[src/rtl/rpi_defs.vh]
// Constants for the periodic pulse and interrupt block of the real-time clock.
// Assumes a 250 MHz system clock and a 32-bit AXI4-Lite register bus.
`ifndef RPI_DEFS_VH
`define RPI_DEFS_VH

// Clock rate and base timing.
`define RPI_CLK_MHZ 250
`define RPI_TICK_US 15625
// One 1/64 s tick is 15625 us at 250 MHz, 3906250 cycles; the pulse holds for half of it.
// Both are written at the 22-bit width of the counters that load them.
`define RPI_TICK_CYCLES 22'h3b9aca
`define RPI_PULSE_CYCLES 22'h1dcd65
`define RPI_SUBS_LAST 6'h3f
`define RPI_SEC_LAST 6'h3b
`define RPI_MIN_LAST 6'h3b
`define RPI_BUSY_CYCLES 22'h000008

// Period selector codes.
`define RPI_SEL_64HZ 2'h0
`define RPI_SEL_SEC 2'h1
`define RPI_SEL_MIN 2'h2
`define RPI_SEL_HOUR 2'h3

// Register byte offsets.
`define RPI_OFS_CTRL 8'h00
`define RPI_OFS_FLAG 8'h04
`define RPI_OFS_TIME 8'h08
`define RPI_OFS_ISTAT 8'h0c
`define RPI_OFS_IEN 8'h10
`define RPI_OFS_ICLR 8'h14

// Control register fields.
`define RPI_CTRL_HOLD 0
`define RPI_CTRL_SEL_LO 1
`define RPI_CTRL_SEL_HI 2
`define RPI_CTRL_MODE 3
`define RPI_CTRL_MASK 4
`define RPI_CTRL_RESET 5'h00

// Flag register fields.
`define RPI_FLAG_EVT 0
`define RPI_FLAG_BUSY 1

// Bus responses.
`define RPI_RESP_OKAY 2'h0
`define RPI_RESP_SLVERR 2'h2

`endif

[src/rtl/rpi_period_gen.v]
// Timebase of the periodic output: 1/64 s ticks, seconds, minutes and hours.
// Assumes one free-running system clock; period events are one-cycle pulses.
`timescale 1ns/1ns
`include "rpi_defs.vh"

module rpi_period_gen #(
  parameter [21:0] TICK_CYCLES = `RPI_TICK_CYCLES
) (
  // Clock and reset.
  input wire sys_clk,
  input wire rst_n,
  // Period events.
  output wire tick_64,
  output wire tick_sec,
  output wire tick_min,
  output wire tick_hour,
  // Counter state.
  output wire busy_win,
  output wire [5:0] sec_cnt,
  output wire [5:0] min_cnt
);

reg [21:0] cyc_q;
reg [5:0] sub_q;
reg [5:0] sec_q;
reg [5:0] min_q;
wire cyc_end;

// A 1/64 s tick divides the 250 MHz clock exactly, so no fractional logic is needed.
assign cyc_end = (cyc_q == TICK_CYCLES - 22'h000001);
assign tick_64 = cyc_end;
assign tick_sec = cyc_end && (sub_q == `RPI_SUBS_LAST);
assign tick_min = tick_sec && (sec_q == `RPI_SEC_LAST);
assign tick_hour = tick_min && (min_q == `RPI_MIN_LAST);
// Busy covers the last few cycles before the seconds carry ripples upward.
assign busy_win = (sub_q == `RPI_SUBS_LAST) && (cyc_q >= TICK_CYCLES - `RPI_BUSY_CYCLES);
assign sec_cnt = sec_q;
assign min_cnt = min_q;

////////////////////////////////////////////////////////////////////////////////
// Cascaded counters; each stage advances only on the carry of the one below.
always @(posedge sys_clk or negedge rst_n)
begin
  if (!rst_n)
  begin
    cyc_q <= 22'h000000;
    sub_q <= 6'h00;
    sec_q <= 6'h00;
    min_q <= 6'h00;
  end
  else
  begin
    cyc_q <= cyc_end ? 22'h000000 : cyc_q + 22'h000001;
    if (cyc_end)
      sub_q <= sub_q + 6'h01;
    if (tick_sec)
      sec_q <= (sec_q == `RPI_SEC_LAST) ? 6'h00 : sec_q + 6'h01;
    if (tick_min)
      min_q <= (min_q == `RPI_MIN_LAST) ? 6'h00 : min_q + 6'h01;
  end
end

endmodule // rpi_period_gen

[src/rtl/rpi_top.v]
// Periodic pulse and interrupt output of the real-time clock, with AXI4-Lite registers.
// Assumes an external pull-up on the open-drain periodic pin and one 250 MHz clock.
//
// Summary of operation
// Unmasked: mode bit 0 pulse, 1 interrupt; event sets flag, pin low.
// Period select 00=1/64 s, 01=1 s, 10=1 min, 11=1 hour.
// Mask bit 1 holds flag at 0 and pin open in any mode.
// Writing 0 to the flag clears it and releases the pin at once.
// Pulse mode clears flag and releases pin by itself after active time.
// Interrupt mode holds request until host writes 0; further events ignored.
// Busy is high during each counter increment cycle, low otherwise; with freeze set it is high only for the last 8 cycles before each seconds carry.
// Busy reads 1 while freeze bit is 0; host accesses when busy 0.
//
// The implementer's own choices: the register offsets and the AXI4-Lite interface to the registers.
`timescale 1ns/1ns
`include "rpi_defs.vh"

module rpi_top #(
  parameter [21:0] TICK_CYCLES = `RPI_TICK_CYCLES,
  parameter [21:0] PULSE_CYCLES = `RPI_PULSE_CYCLES
) (
  // Clock and reset.
  input wire sys_clk,
  input wire rst_n,
  // AXI4-Lite write address and data.
  input wire [7:0] s_axi_awaddr,
  input wire s_axi_awvalid,
  output wire s_axi_awready,
  input wire [31:0] s_axi_wdata,
  input wire [3:0] s_axi_wstrb,
  input wire s_axi_wvalid,
  output wire s_axi_wready,
  // AXI4-Lite write response.
  output wire [1:0] s_axi_bresp,
  output wire s_axi_bvalid,
  input wire s_axi_bready,
  // AXI4-Lite read.
  input wire [7:0] s_axi_araddr,
  input wire s_axi_arvalid,
  output wire s_axi_arready,
  output wire [31:0] s_axi_rdata,
  output wire [1:0] s_axi_rresp,
  output wire s_axi_rvalid,
  input wire s_axi_rready,
  // Periodic open-drain pin and interrupt.
  output wire periodic_output_pin_o,
  output wire periodic_output_pin_oe,
  output wire irq
);

reg awready_q;
reg wready_q;
reg bvalid_q;
reg [1:0] bresp_q;
reg arready_q;
reg rvalid_q;
reg [31:0] rdata_q;
reg [1:0] rresp_q;
reg [7:0] waddr_q;
reg [31:0] wdata_q;
reg [3:0] wstrb_q;
reg [4:0] ctrl_q;
reg flag_q;
reg flag_d;
reg pin_oe_q;
reg pin_o_q;
reg [21:0] pulse_q;
reg istat_q;
reg ien_q;
reg irq_q;
reg ev;
reg [31:0] rd_mux;
reg rd_ok;
wire tick_64;
wire tick_sec;
wire tick_min;
wire tick_hour;
wire busy_win;
wire [5:0] sec_cnt;
wire [5:0] min_cnt;
wire wr_go;
wire wr_map;
wire flag_clr;
wire flag_set;
wire [1:0] period_select;
wire irq_or_pulse_select;
wire out_mask;
wire hold;
wire busy;

assign s_axi_awready = awready_q;
assign s_axi_wready = wready_q;
assign s_axi_bvalid = bvalid_q;
assign s_axi_bresp = bresp_q;
assign s_axi_arready = arready_q;
assign s_axi_rvalid = rvalid_q;
assign s_axi_rdata = rdata_q;
assign s_axi_rresp = rresp_q;
assign periodic_output_pin_o = pin_o_q;
assign periodic_output_pin_oe = pin_oe_q;
assign irq = irq_q;

assign hold = ctrl_q[`RPI_CTRL_HOLD];
assign period_select = ctrl_q[`RPI_CTRL_SEL_HI:`RPI_CTRL_SEL_LO];
assign irq_or_pulse_select = ctrl_q[`RPI_CTRL_MODE];
assign out_mask = ctrl_q[`RPI_CTRL_MASK];
// Without the freeze bit the busy state cannot be observed, so it reads as set.
assign busy = !hold || busy_win;

////////////////////////////////////////////////////////////////////////////////
// Timebase.
rpi_period_gen #(
  .TICK_CYCLES(TICK_CYCLES)
) u_gen (
  .sys_clk(sys_clk),
  .rst_n(rst_n),
  .tick_64(tick_64),
  .tick_sec(tick_sec),
  .tick_min(tick_min),
  .tick_hour(tick_hour),
  .busy_win(busy_win),
  .sec_cnt(sec_cnt),
  .min_cnt(min_cnt)
);

// Pick the event that drives the periodic output.
always @*
begin
  case (period_select)
    `RPI_SEL_64HZ: ev = tick_64;
    `RPI_SEL_SEC: ev = tick_sec;
    `RPI_SEL_MIN: ev = tick_min;
    `RPI_SEL_HOUR: ev = tick_hour;
    default: ev = 1'b0;
  endcase
end

////////////////////////////////////////////////////////////////////////////////
// Write path: address and data are captured independently, then committed together.
assign wr_go = !awready_q && !wready_q && !bvalid_q;
assign wr_map = (waddr_q == `RPI_OFS_CTRL) || (waddr_q == `RPI_OFS_FLAG) ||
                (waddr_q == `RPI_OFS_TIME) || (waddr_q == `RPI_OFS_ISTAT) ||
                (waddr_q == `RPI_OFS_IEN) || (waddr_q == `RPI_OFS_ICLR);
assign flag_clr = wr_go && (waddr_q == `RPI_OFS_FLAG) && wstrb_q[0] && !wdata_q[`RPI_FLAG_EVT];
assign flag_set = ev && (!flag_q || flag_clr);

always @(posedge sys_clk or negedge rst_n)
begin
  if (!rst_n)
  begin
    awready_q <= 1'b1;
    wready_q <= 1'b1;
    bvalid_q <= 1'b0;
    bresp_q <= `RPI_RESP_OKAY;
    waddr_q <= 8'h00;
    wdata_q <= 32'h00000000;
    wstrb_q <= 4'h0;
    ctrl_q <= `RPI_CTRL_RESET;
    ien_q <= 1'b0;
  end
  else
  begin
    if (s_axi_awvalid && awready_q)
    begin
      awready_q <= 1'b0;
      waddr_q <= s_axi_awaddr;
    end
    if (s_axi_wvalid && wready_q)
    begin
      wready_q <= 1'b0;
      wdata_q <= s_axi_wdata;
      wstrb_q <= s_axi_wstrb;
    end
    if (wr_go)
    begin
      bvalid_q <= 1'b1;
      bresp_q <= wr_map ? `RPI_RESP_OKAY : `RPI_RESP_SLVERR;
      if ((waddr_q == `RPI_OFS_CTRL) && wstrb_q[0])
        ctrl_q <= wdata_q[4:0];
      if ((waddr_q == `RPI_OFS_IEN) && wstrb_q[0])
        ien_q <= wdata_q[0];
    end
    if (bvalid_q && s_axi_bready)
    begin
      bvalid_q <= 1'b0;
      awready_q <= 1'b1;
      wready_q <= 1'b1;
    end
  end
end

////////////////////////////////////////////////////////////////////////////////
// Read path: one cycle from the address handshake to valid data.
always @*
begin
  rd_mux = 32'h00000000;
  rd_ok = 1'b1;
  case (s_axi_araddr)
    `RPI_OFS_CTRL: rd_mux = {27'h0000000, ctrl_q};
    `RPI_OFS_FLAG: rd_mux = {30'h00000000, busy, flag_q};
    `RPI_OFS_TIME: rd_mux = {18'h00000, min_cnt, 2'h0, sec_cnt};
    `RPI_OFS_ISTAT: rd_mux = {31'h00000000, istat_q};
    `RPI_OFS_IEN: rd_mux = {31'h00000000, ien_q};
    `RPI_OFS_ICLR: rd_mux = 32'h00000000;
    default: rd_ok = 1'b0;
  endcase
end

always @(posedge sys_clk or negedge rst_n)
begin
  if (!rst_n)
  begin
    arready_q <= 1'b1;
    rvalid_q <= 1'b0;
    rdata_q <= 32'h00000000;
    rresp_q <= `RPI_RESP_OKAY;
  end
  else
  begin
    if (s_axi_arvalid && arready_q)
    begin
      arready_q <= 1'b0;
      rvalid_q <= 1'b1;
      rdata_q <= rd_mux;
      rresp_q <= rd_ok ? `RPI_RESP_OKAY : `RPI_RESP_SLVERR;
    end
    if (rvalid_q && s_axi_rready)
    begin
      rvalid_q <= 1'b0;
      arready_q <= 1'b1;
    end
  end
end

////////////////////////////////////////////////////////////////////////////////
// Event flag. A new event in the same cycle as a clear wins, so no period is lost.
always @*
begin
  flag_d = flag_q;
  if (out_mask)
    flag_d = 1'b0;
  else if (flag_set)
    flag_d = 1'b1;
  else if (flag_clr)
    flag_d = 1'b0;
  else if (!irq_or_pulse_select && flag_q && (pulse_q == 22'h000000))
    flag_d = 1'b0;
end

// The pin only ever pulls low; the pull-up supplies the high level when released.
always @(posedge sys_clk or negedge rst_n)
begin
  if (!rst_n)
  begin
    flag_q <= 1'b0;
    pin_oe_q <= 1'b0;
    pin_o_q <= 1'b0;
    pulse_q <= 22'h000000;
  end
  else
  begin
    flag_q <= flag_d;
    pin_oe_q <= flag_d;
    pin_o_q <= 1'b0;
    if (flag_set && !out_mask)
      pulse_q <= PULSE_CYCLES - 22'h000001;
    else if (pulse_q != 22'h000000)
      pulse_q <= pulse_q - 22'h000001;
  end
end

////////////////////////////////////////////////////////////////////////////////
// Sticky status and level interrupt; a set beats a clear landing in the same cycle.
always @(posedge sys_clk or negedge rst_n)
begin
  if (!rst_n)
  begin
    istat_q <= 1'b0;
    irq_q <= 1'b0;
  end
  else
  begin
    istat_q <= (istat_q && !(wr_go && (waddr_q == `RPI_OFS_ICLR) && wstrb_q[0] && wdata_q[0])) ||
               (flag_set && !out_mask);
    irq_q <= istat_q && ien_q;
  end
end

endmodule // rpi_top

[config.mk]
export PLATFORM = sky130hd
export DESIGN_NAME = rpi_top
export DESIGN_NICKNAME = d
export VERILOG_FILES = /design/src/rtl/rpi_period_gen.v /design/src/rtl/rpi_top.v
export VERILOG_INCLUDE_DIRS = /design/src /design/src/rtl
export SDC_FILE = /design/constraint.sdc
export NUM_CORES = 1
export LEC_CHECK = 0
export ABC_AREA = 1
export BUFFER_PORTS_ARGS = -buffer_cell sky130_fd_sc_hd__buf_2
export CAP_MARGIN = 20
export CORE_AREA = 2 2 155 142
export CTS_CLUSTER_DIAMETER = 200
export DETAILED_ROUTE_END_ITERATION = 6
export DIE_AREA = 0 0 157 144
export GPL_TIMING_DRIVEN = 0
export PLACE_DENSITY = 0.54
export SETUP_SLACK_MARGIN = 0.5
export SLEW_MARGIN = 15
export SYNTH_ARGS = -nofsm -noshare
export SYNTH_HDL_FRONTEND = slang
export SYNTH_HIERARCHICAL = 1
export SYNTH_SLANG_ARGS = --single-unit
[constraint.sdc]
create_clock -name sys_clk -period 6.3 [get_ports sys_clk]
set_input_delay 1.26 -clock sys_clk [delete_from_list [all_inputs] [get_ports sys_clk]]
set_output_delay 1.26 -clock sys_clk [all_outputs]
set_load 0.02 [all_outputs]
==> results of run 1 <==
==> state kept, by name (all words and copies together) (netlist names), 5 cells and up <==
| name | count |
|---|---|
| pulse_q | 22 |
| u_gen/cyc_q | 22 |
| s_axi_rdata | 12 |
| waddr_q | 8 |
| u_gen/min_cnt | 6 |
| u_gen/sec_cnt | 6 |
| u_gen/sub_q | 6 |
| ctrl_q | 5 |
| wdata_q | 5 |
==> report_power, final <==
group | total (mW) | internal (mW) | switching, mW
registers | 0.956 | 0.823 | 0.134
clock network | 0.531 | 0.272 | 0.259
logic | 0.595 | 0.221 | 0.374
total | 2.08 | 1.32 | 0.767
==> area by class of cell <==
class / instances / area [µm²] / share of cell area [%]
inverters: 121 / 454 / 6.29
clock inverters: 6 / 43.8 / 0.607
well taps: 291 / 364 / 5.05
flip-flops and latches: 104 / 2610 / 36.1
clock buffers: 10 / 229 / 3.17
plain buffers: 30 / 226 / 3.14
repair buffers: 50 / 279 / 3.87
multi-input cells: 596 / 3010 / 41.8
==> metrics by stage <==
step                instance area (µm²)  std cells  hold slack [ps]  setup WS [ps]  total power [mW]
floorplan                          6300        851              454           4200              1.40
global placement                   6910       1191              462           2610              1.56
detailed placement                 6940       1192              472           3790              1.57
CTS                                7220       1208              490           3770              2.12
global route                       7220       1208              501           3510              2.25
finish                             7220       1208              484           3790              2.08
==> logic make-up (layout without fill, tap and decap cells) <==
kind of cell             count (synthesis)  in the layout  share of synthesized area [%]
AO/OA/AOI/OAI                           57             57                           4.87
XOR/XNOR                                14             14                           1.97
adder cells (fa/ha/maj)                  7              7                           1.41
buffers and inverters                  151            217                           10.9
flip-flops                             104            104                           41.9
multiplexers                             7              7                           1.27
other                                    1             23                         0.0603
AND/OR/NAND/NOR                        488            488                           37.6
==> worst max-delay path, stage by stage (launching register included) <==
cell and delay, ps:
dfrtp_1 410, inv_1 90, ha_1 140, nand3_1 110, nor2_2 220, nand3_4 190
nor2_8 160, nand2_2 70, nor2_2 90, nand2_1 50, nand3_1 90, nand2_1 60
nor2_1 240, nand2_2 180, buf_6 180, nand3b_1 90, inv_1 40
==> layer usage <==
layer | vias up | part of all wire, % | GRT usage (%)
met5 | - | 0 | 0
met4 | 0 | 0.90 | 3.24
met3 | 9 | 3.6 | 2.34
met2 | 85 | 44 | 20.6
met1 | 2290 | 52 | 18.7
li1 | 2714 | - | -
==> cells in the mapped netlist (all sizes together) (3+ instances only) <==
cell type  number
a21oi          15
buf            28
dfrtp         101
dfstp           3
ha              7
inv           119
mux2            7
nand2         241
nand3          71
nand3b          7
nand4          16
nor2          142
nor3            9
o21ai          36
xnor2           4
xor2           10
==> final timing paths <==
check                                       endpoint  slack [ps]  depth (start not counted)                      start
hold / removal             s_axi_arready$_DFFE_PN1P_         480                          2  s_axi_arready$_DFFE_PN1P_
hold reg to reg            s_axi_arready$_DFFE_PN1P_         480                          2  s_axi_arready$_DFFE_PN1P_
max in group asynchronous  s_axi_arready$_DFFE_PN1P_        4800                          2                      rst_n
setup / recovery              pulse_q[3]$_DFFE_PN0P_        3790                         16   u_gen/cyc_q[1]$_DFF_PN0_
setup reg to reg              pulse_q[3]$_DFFE_PN0P_        3790                         16   u_gen/cyc_q[1]$_DFF_PN0_
min in group asynchronous   u_gen/cyc_q[5]$_DFF_PN0_         810                          1                      rst_n
==> flow_metrics.env, run 1 <==
export IMPL_initial_utilization_pct=29.4
export IMPL_start_kind="flip-flop"
export IMPL_final_common_cell="nand2_1"
export IMPL_min_period_ps=2510
export IMPL_setup_viol=0
export IMPL_cp_arrival_ps=2750
export IMPL_cts_resized=0
export IMPL_hold_class="flip-flop to flip-flop"
export IMPL_clock_sinks=104
export IMPL_nNetsFinal=978
export IMPL_numCtsBuffers=9
export IMPL_ys_flop_type="dfrtp_1"
export IMPL_grt_overflow=0
export IMPL_root_buffer="clkbuf_16"
export IMPL_leakage_nw=3.73
export IMPL_synth_async_sr_flop_share_pct=100
export IMPL_htreeDepth=3
export IMPL_worst_slew_pin_transition_ps=547
export IMPL_grt_pass1_wl_um=23900
export IMPL_yosys_area_top_type="dfrtp_1"
export IMPL_port_buffers=49
export IMPL_status="complete, no violations"
export IMPL_cts_max_path_buffers=2
export IMPL_synth_top_area_share_pct=40.7
export IMPL_remaining_drc_errors=0
export IMPL_routed_wl_um=13900
export IMPL_grt_max_degree=65
export IMPL_postSynthRegisterBits=104
export IMPL_ctsHoldBuffers=0
export IMPL_num_vias=5098
export IMPL_drtIter0Drc=275
export IMPL_yosysSeqAreaShare_pct=41.9
export IMPL_slew_violations=0
export IMPL_crit_type="flip-flop to flip-flop"
export IMPL_avgSynthCellArea_um2=7.50
export IMPL_syn_inst=829
export IMPL_max_slew_margin_rel_pct=63.3
export IMPL_gp_congestion=0.837
export IMPL_synth_cell_type_count=40
export IMPL_drive_above_1_share_pct=19.3
export IMPL_die_x_um=157
export IMPL_max_cap_violations=0
export IMPL_coreArea_mm2=0.0211
export IMPL_ant_nets=0
export IMPL_area_growth_pct=16.1
export IMPL_ys_top_cells_by_area="dfrtp_1, nand2_1, nor2_1"
export IMPL_powerDensity_mw_per_mm2=289
export IMPL_cts_tree="done"
export IMPL_path_clk_slew_ps=70
export IMPL_clk_latency_ps=350
export IMPL_die_y_um=144
export IMPL_fin_util_pct=34.2
export IMPL_antenna_found_initial=0
export IMPL_antennaDiodeCount=0
export IMPL_dp_hpwl_um=10700
export IMPL_totalNegativeSetupSlack_ps=0
export IMPL_post_cts_buffers=0
export IMPL_grt_pass1_vias=4852
export IMPL_avgRoutedWirePerCell_um=11.5
export IMPL_grtUsageTotal_pct=13.1
export IMPL_post_route_period_util_pct=39.8
export IMPL_worstPathMaxFanout=10
export IMPL_fillers=2283
export IMPL_finalHoldViolations=0
export IMPL_layout_common_cells="nand2_1, nor2_1, inv_1"
export IMPL_viasPerCell=4.22
export IMPL_synth_edf_count=0
export IMPL_core_rowCount=51
export IMPL_first_pass_iters=5
export IMPL_vdd_drop_max_uv=146
export IMPL_worstPathRequired_ps=6540
export IMPL_die_area_mm2=0.0226
export IMPL_max_freq_mhz=398
export IMPL_rsz0062_at_grt="no"
export IMPL_io_pins=103
export IMPL_setup_worst_path_end_class="flip-flop"
export IMPL_clock_skew_ps=13.3
export IMPL_ys_warn_count=6
export IMPL_synth_area_mm2=0.00622
Power figures use the tool's default switching activity.
==> run 2, diff against run 1 <==
--- a/config.mk
+++ b/config.mk
@@ -6,15 +6,15 @@
 export SDC_FILE = /design/constraint.sdc
 export NUM_CORES = 1
 export LEC_CHECK = 0
-export ABC_AREA = 1
+export ABC_AREA = 0
 export BUFFER_PORTS_ARGS = -buffer_cell sky130_fd_sc_hd__buf_2
 export CAP_MARGIN = 20
-export CORE_AREA = 2 2 155 142
+export CORE_AREA = 2 2 145 133
 export CTS_CLUSTER_DIAMETER = 200
 export DETAILED_ROUTE_END_ITERATION = 6
-export DIE_AREA = 0 0 157 144
+export DIE_AREA = 0 0 147 135
 export GPL_TIMING_DRIVEN = 0
-export PLACE_DENSITY = 0.54
+export PLACE_DENSITY = 0.57
 export SETUP_SLACK_MARGIN = 0.5
 export SLEW_MARGIN = 15
 export SYNTH_ARGS = -nofsm -noshare
==> constraint.sdc (replaced) <==
create_clock -name sys_clk -period 2.2 [get_ports sys_clk]
set_input_delay 0.44 -clock sys_clk [delete_from_list [all_inputs] [get_ports sys_clk]]
set_output_delay 0.44 -clock sys_clk [all_outputs]
set_load 0.02 [all_outputs]
==> run 2 against run 1 <==
  * The flow now finishes with violations (negative setup slack)
  * Routed wire length is 2.5% lower
  * Die area is 12% lower
  * Synthesized cell count is 37% lower
  * Power is 120% higher
  * Final area is 4.6% higher
  * Sequential share of layout area is 1.4 points lower
  * Global-route usage hardly changed
==> flow_metrics.env, run 2 <==
export IMPL_status="finished with violations"
export IMPL_violations="negative setup slack"
export IMPL_slowest_stage="dfrtp_1"
export IMPL_area_growth_pct=40.0
export IMPL_postSynthRegisterBits=104
export IMPL_grtUsageTotal_pct=13.1
export IMPL_yosys_area_top_type="dfrtp_1"
export IMPL_ant_nets=0
export IMPL_vdd_drop_max_uv=475
export IMPL_p_comb_share_pct=12.8
export IMPL_setup_worst_path_end_class="flip-flop"
export IMPL_clock_skew_ps=5.39
export IMPL_grt_pass1_vias=4234
export IMPL_powerDensity_mw_per_mm2=606
export IMPL_r2r_slack_ps=-180
export IMPL_setup_viol=22
export IMPL_synth_edf_count=0
export IMPL_antennaDiodeCount=0
export IMPL_ys_top_cells_by_area="dfrtp_1, mux2_2, buf_4"
export IMPL_critPathCapture="pulse_q[20]$_DFFE_PN0P_"
export IMPL_rsz0062_at_grt="yes"
export IMPL_cp_cell_sequence="nor4b_4, nand4_1, or2_4, nor3_2, mux4_2, or3b_4, buf_12, o211ai_2"
export IMPL_finalHoldViolations=0
export IMPL_antenna_found_initial=0
export IMPL_reg2reg_from="u_gen/cyc_q[9]$_DFF_PN0_"
export IMPL_worstPathRequired_ps=2470
export IMPL_setup_ws_ps=-182
export IMPL_io_pins=103
export IMPL_slowest_delay_ps=510
export IMPL_routed_wl_um=13600
export IMPL_avgRoutedWirePerCell_um=14.9
export IMPL_grt_max_degree=85
export IMPL_cts_max_path_buffers=2
export IMPL_start_kind="flip-flop"
export IMPL_synth_cell_type_count=62
export IMPL_grt_overflow=0
export IMPL_final_common_cell="dfrtp_1"
export IMPL_clkPwrFrac_pct=35.7
export IMPL_remaining_drc_errors=0
export IMPL_clock_sinks=104
export IMPL_post_route_period_util_pct=108
export IMPL_ys_warn_count=6
export IMPL_first_pass_iters=5
export IMPL_crit_start="u_gen/cyc_q[9]$_DFF_PN0_"
export IMPL_gp_congestion=0.800
export IMPL_slew_violations=0
export IMPL_max_cap_violations=0
export IMPL_dp_cells=836
export IMPL_root_buffer="clkbuf_16"
export IMPL_min_period_ps=2380
export IMPL_crit_type="flip-flop to flip-flop"
export IMPL_stdcell_count=908
export IMPL_htreeDepth=3
export IMPL_cp_arrival_ps=2660
export IMPL_p_sw_share_pct=27.7
export IMPL_p_int_mw=3.31
export IMPL_max_freq_mhz=420
export IMPL_viasPerCell=4.84
export IMPL_coreArea_mm2=0.0182
export IMPL_leakage_nw=3.63
export IMPL_dp_hpwl_um=8890
export IMPL_syn_inst=520
export IMPL_max_slew_margin_rel_pct=64.6
export IMPL_num_vias=4392
export IMPL_reg2reg_depth=8
export IMPL_synth_common_cells="dfrtp_1, nor2_1, nand2_1"
export IMPL_drive_above_1_share_pct=42.8
export IMPL_p_switching_mw=1.27
export IMPL_worst_slew_pin_transition_ps=527
export IMPL_p_seq_share_pct=51.5
export IMPL_synth_top_area_share_pct=46.9
export IMPL_synth_area_mm2=0.00539
export IMPL_initial_utilization_pct=29.6
export IMPL_worstPathMaxFanout=10
export IMPL_numCtsBuffers=9
export IMPL_nNetsFinal=724
export IMPL_path_clk_slew_ps=70
export IMPL_layout_common_cells="dfrtp_1, buf_4, buf_2"
export IMPL_grt_pass1_wl_um=21000
export IMPL_clk_latency_ps=350
export IMPL_ys_flop_type="dfrtp_1"
export IMPL_yosysSeqAreaShare_pct=48.4
export IMPL_synthMostInstantiatedCell="dfrtp_1"
export IMPL_avgSynthCellArea_um2=10.4
export IMPL_cts_tree="done"
export IMPL_die_x_um=147
export IMPL_die_y_um=135
export IMPL_synth_async_sr_flop_share_pct=100
export IMPL_die_area_mm2=0.0198
export IMPL_port_buffers=48
export IMPL_hold_class="input port to flip-flop"
export IMPL_core_rowCount=47
export IMPL_fin_util_pct=41.4
export IMPL_drtIter0Drc=226
export IMPL_reg2reg_to="pulse_q[20]$_DFFE_PN0P_"
## run 2: cell types whose count changed after synthesis, sizes merged, moves of 9 or more
| cell | previous run | this run |
|---|---|---|
| a22o | 0 | 12 |
| and2 | 0 | 9 |
| and3 | 0 | 10 |
| inv | 119 | 21 |
| mux2 | 7 | 27 |
| nand2 | 241 | 37 |
| nand3 | 71 | 26 |
| nor2 | 142 | 38 |
| nor3 | 9 | 25 |
| o21ai | 36 | 20 |
| o31ai | 2 | 11 |
| or3 | 0 | 11 |
## run 2: how the worst min path moves through the flow
stage	depth (start not counted)	startpoint	to	slack [ps]
final	2	s_axi_awvalid	s_axi_awready$_DFFE_PN1P_	250
after global routing	2	s_axi_awvalid	s_axi_awready$_DFFE_PN1P_	260
after CTS	2	s_axi_awvalid	s_axi_awready$_DFFE_PN1P_	240
after detailed placement	1	rst_n	pulse_q[6]$_DFFE_PN0P_	310
after global placement	2	s_axi_rresp[1]$_DFFE_PN0P_	s_axi_rresp[1]$_DFFE_PN0P_	470
after floorplan	0	rst_n	ctrl_q[0]$_DFFE_PN0P_	140
## run 2: kinds of logic after synthesis
group	share of synthesized area, %
xor gates and xnor gates	3.74
other	0.0696
buffers and inverters	6.06
AOI/OAI and AO/OA	11.6
and+or+nand+nor	20.9
DFF	48.4
adders and majority gates	1.62
muxes	7.68
## run 2: timing repair
| item | CTS | global route |
|---|---|---|
| cloned | 1 | 0 |
| resized for setup | 40 | 128 |
| hold buffers | 1 | 0 |
| hold endpoints to repair | 18 | 0 |
| pin swaps | 8 | 27 |
| setup buffers | 19 | 35 |
| endpoints found under the setup margin | 73 | 68 |
## run 2: layout make-up
cell class,count,area [µm²]
clock inverter,6,66.3
fill,1724,10700
sequential,104,2620
inverter,21,78.8
clock buffer,10,229
buffer,38,329
multi-input combinational,379,3140
timing repair buffer,105,779
tap,245,307
## run 2: critical path: cells and delay by family, from the launching register on
family,cells,cell delay (ps)
buffers and inverters,1,160
muxes,1,310
AOI/OAI and AO/OA,1,50
and+or+nand+nor,5,1270
DFF,1,510
## run 2: per-layer routing
layer,routed length (µm),vias up,GRT usage (%)
met5,0,-,0
met4,212,0,3.90
met3,523,15,2.77
met2,6850,94,22.4
met1,5980,2173,16.8
li1,-,2110,-
## run 2: through the flow
step | instance area [µm²] | setup TNS, ps | setup WS [ps] | hold WS, ps | power [mW]
after detailed placement | 6140 | -6150 | -300 | 307 | 2.94
after global routing | 7540 | -5480 | -283 | 255 | 4.79
after CTS | 6770 | -3120 | -187 | 242 | 4.61
after floorplan | 5560 | 0 | 40.6 | 144 | 2.69
after global placement | 6110 | -55180 | -510 | 469 | 2.91
final | 7540 | -2920 | -182 | 252 | 4.57
## run 2: power groups by stage
| stage | Sequential (mW) | Clock, mW | Combinational [mW] |
|---|---|---|---|
| 5_1_grt | 2.39 | 1.76 | 0.644 |
| 3_5_place_dp | 2.37 | 0 | 0.576 |
| 6_report | 2.35 | 1.63 | 0.586 |
| 3_3_place_gp | 2.36 | 0 | 0.550 |
| 2_1_floorplan | 2.34 | 0 | 0.347 |
| 4_1_cts | 2.35 | 1.68 | 0.586 |
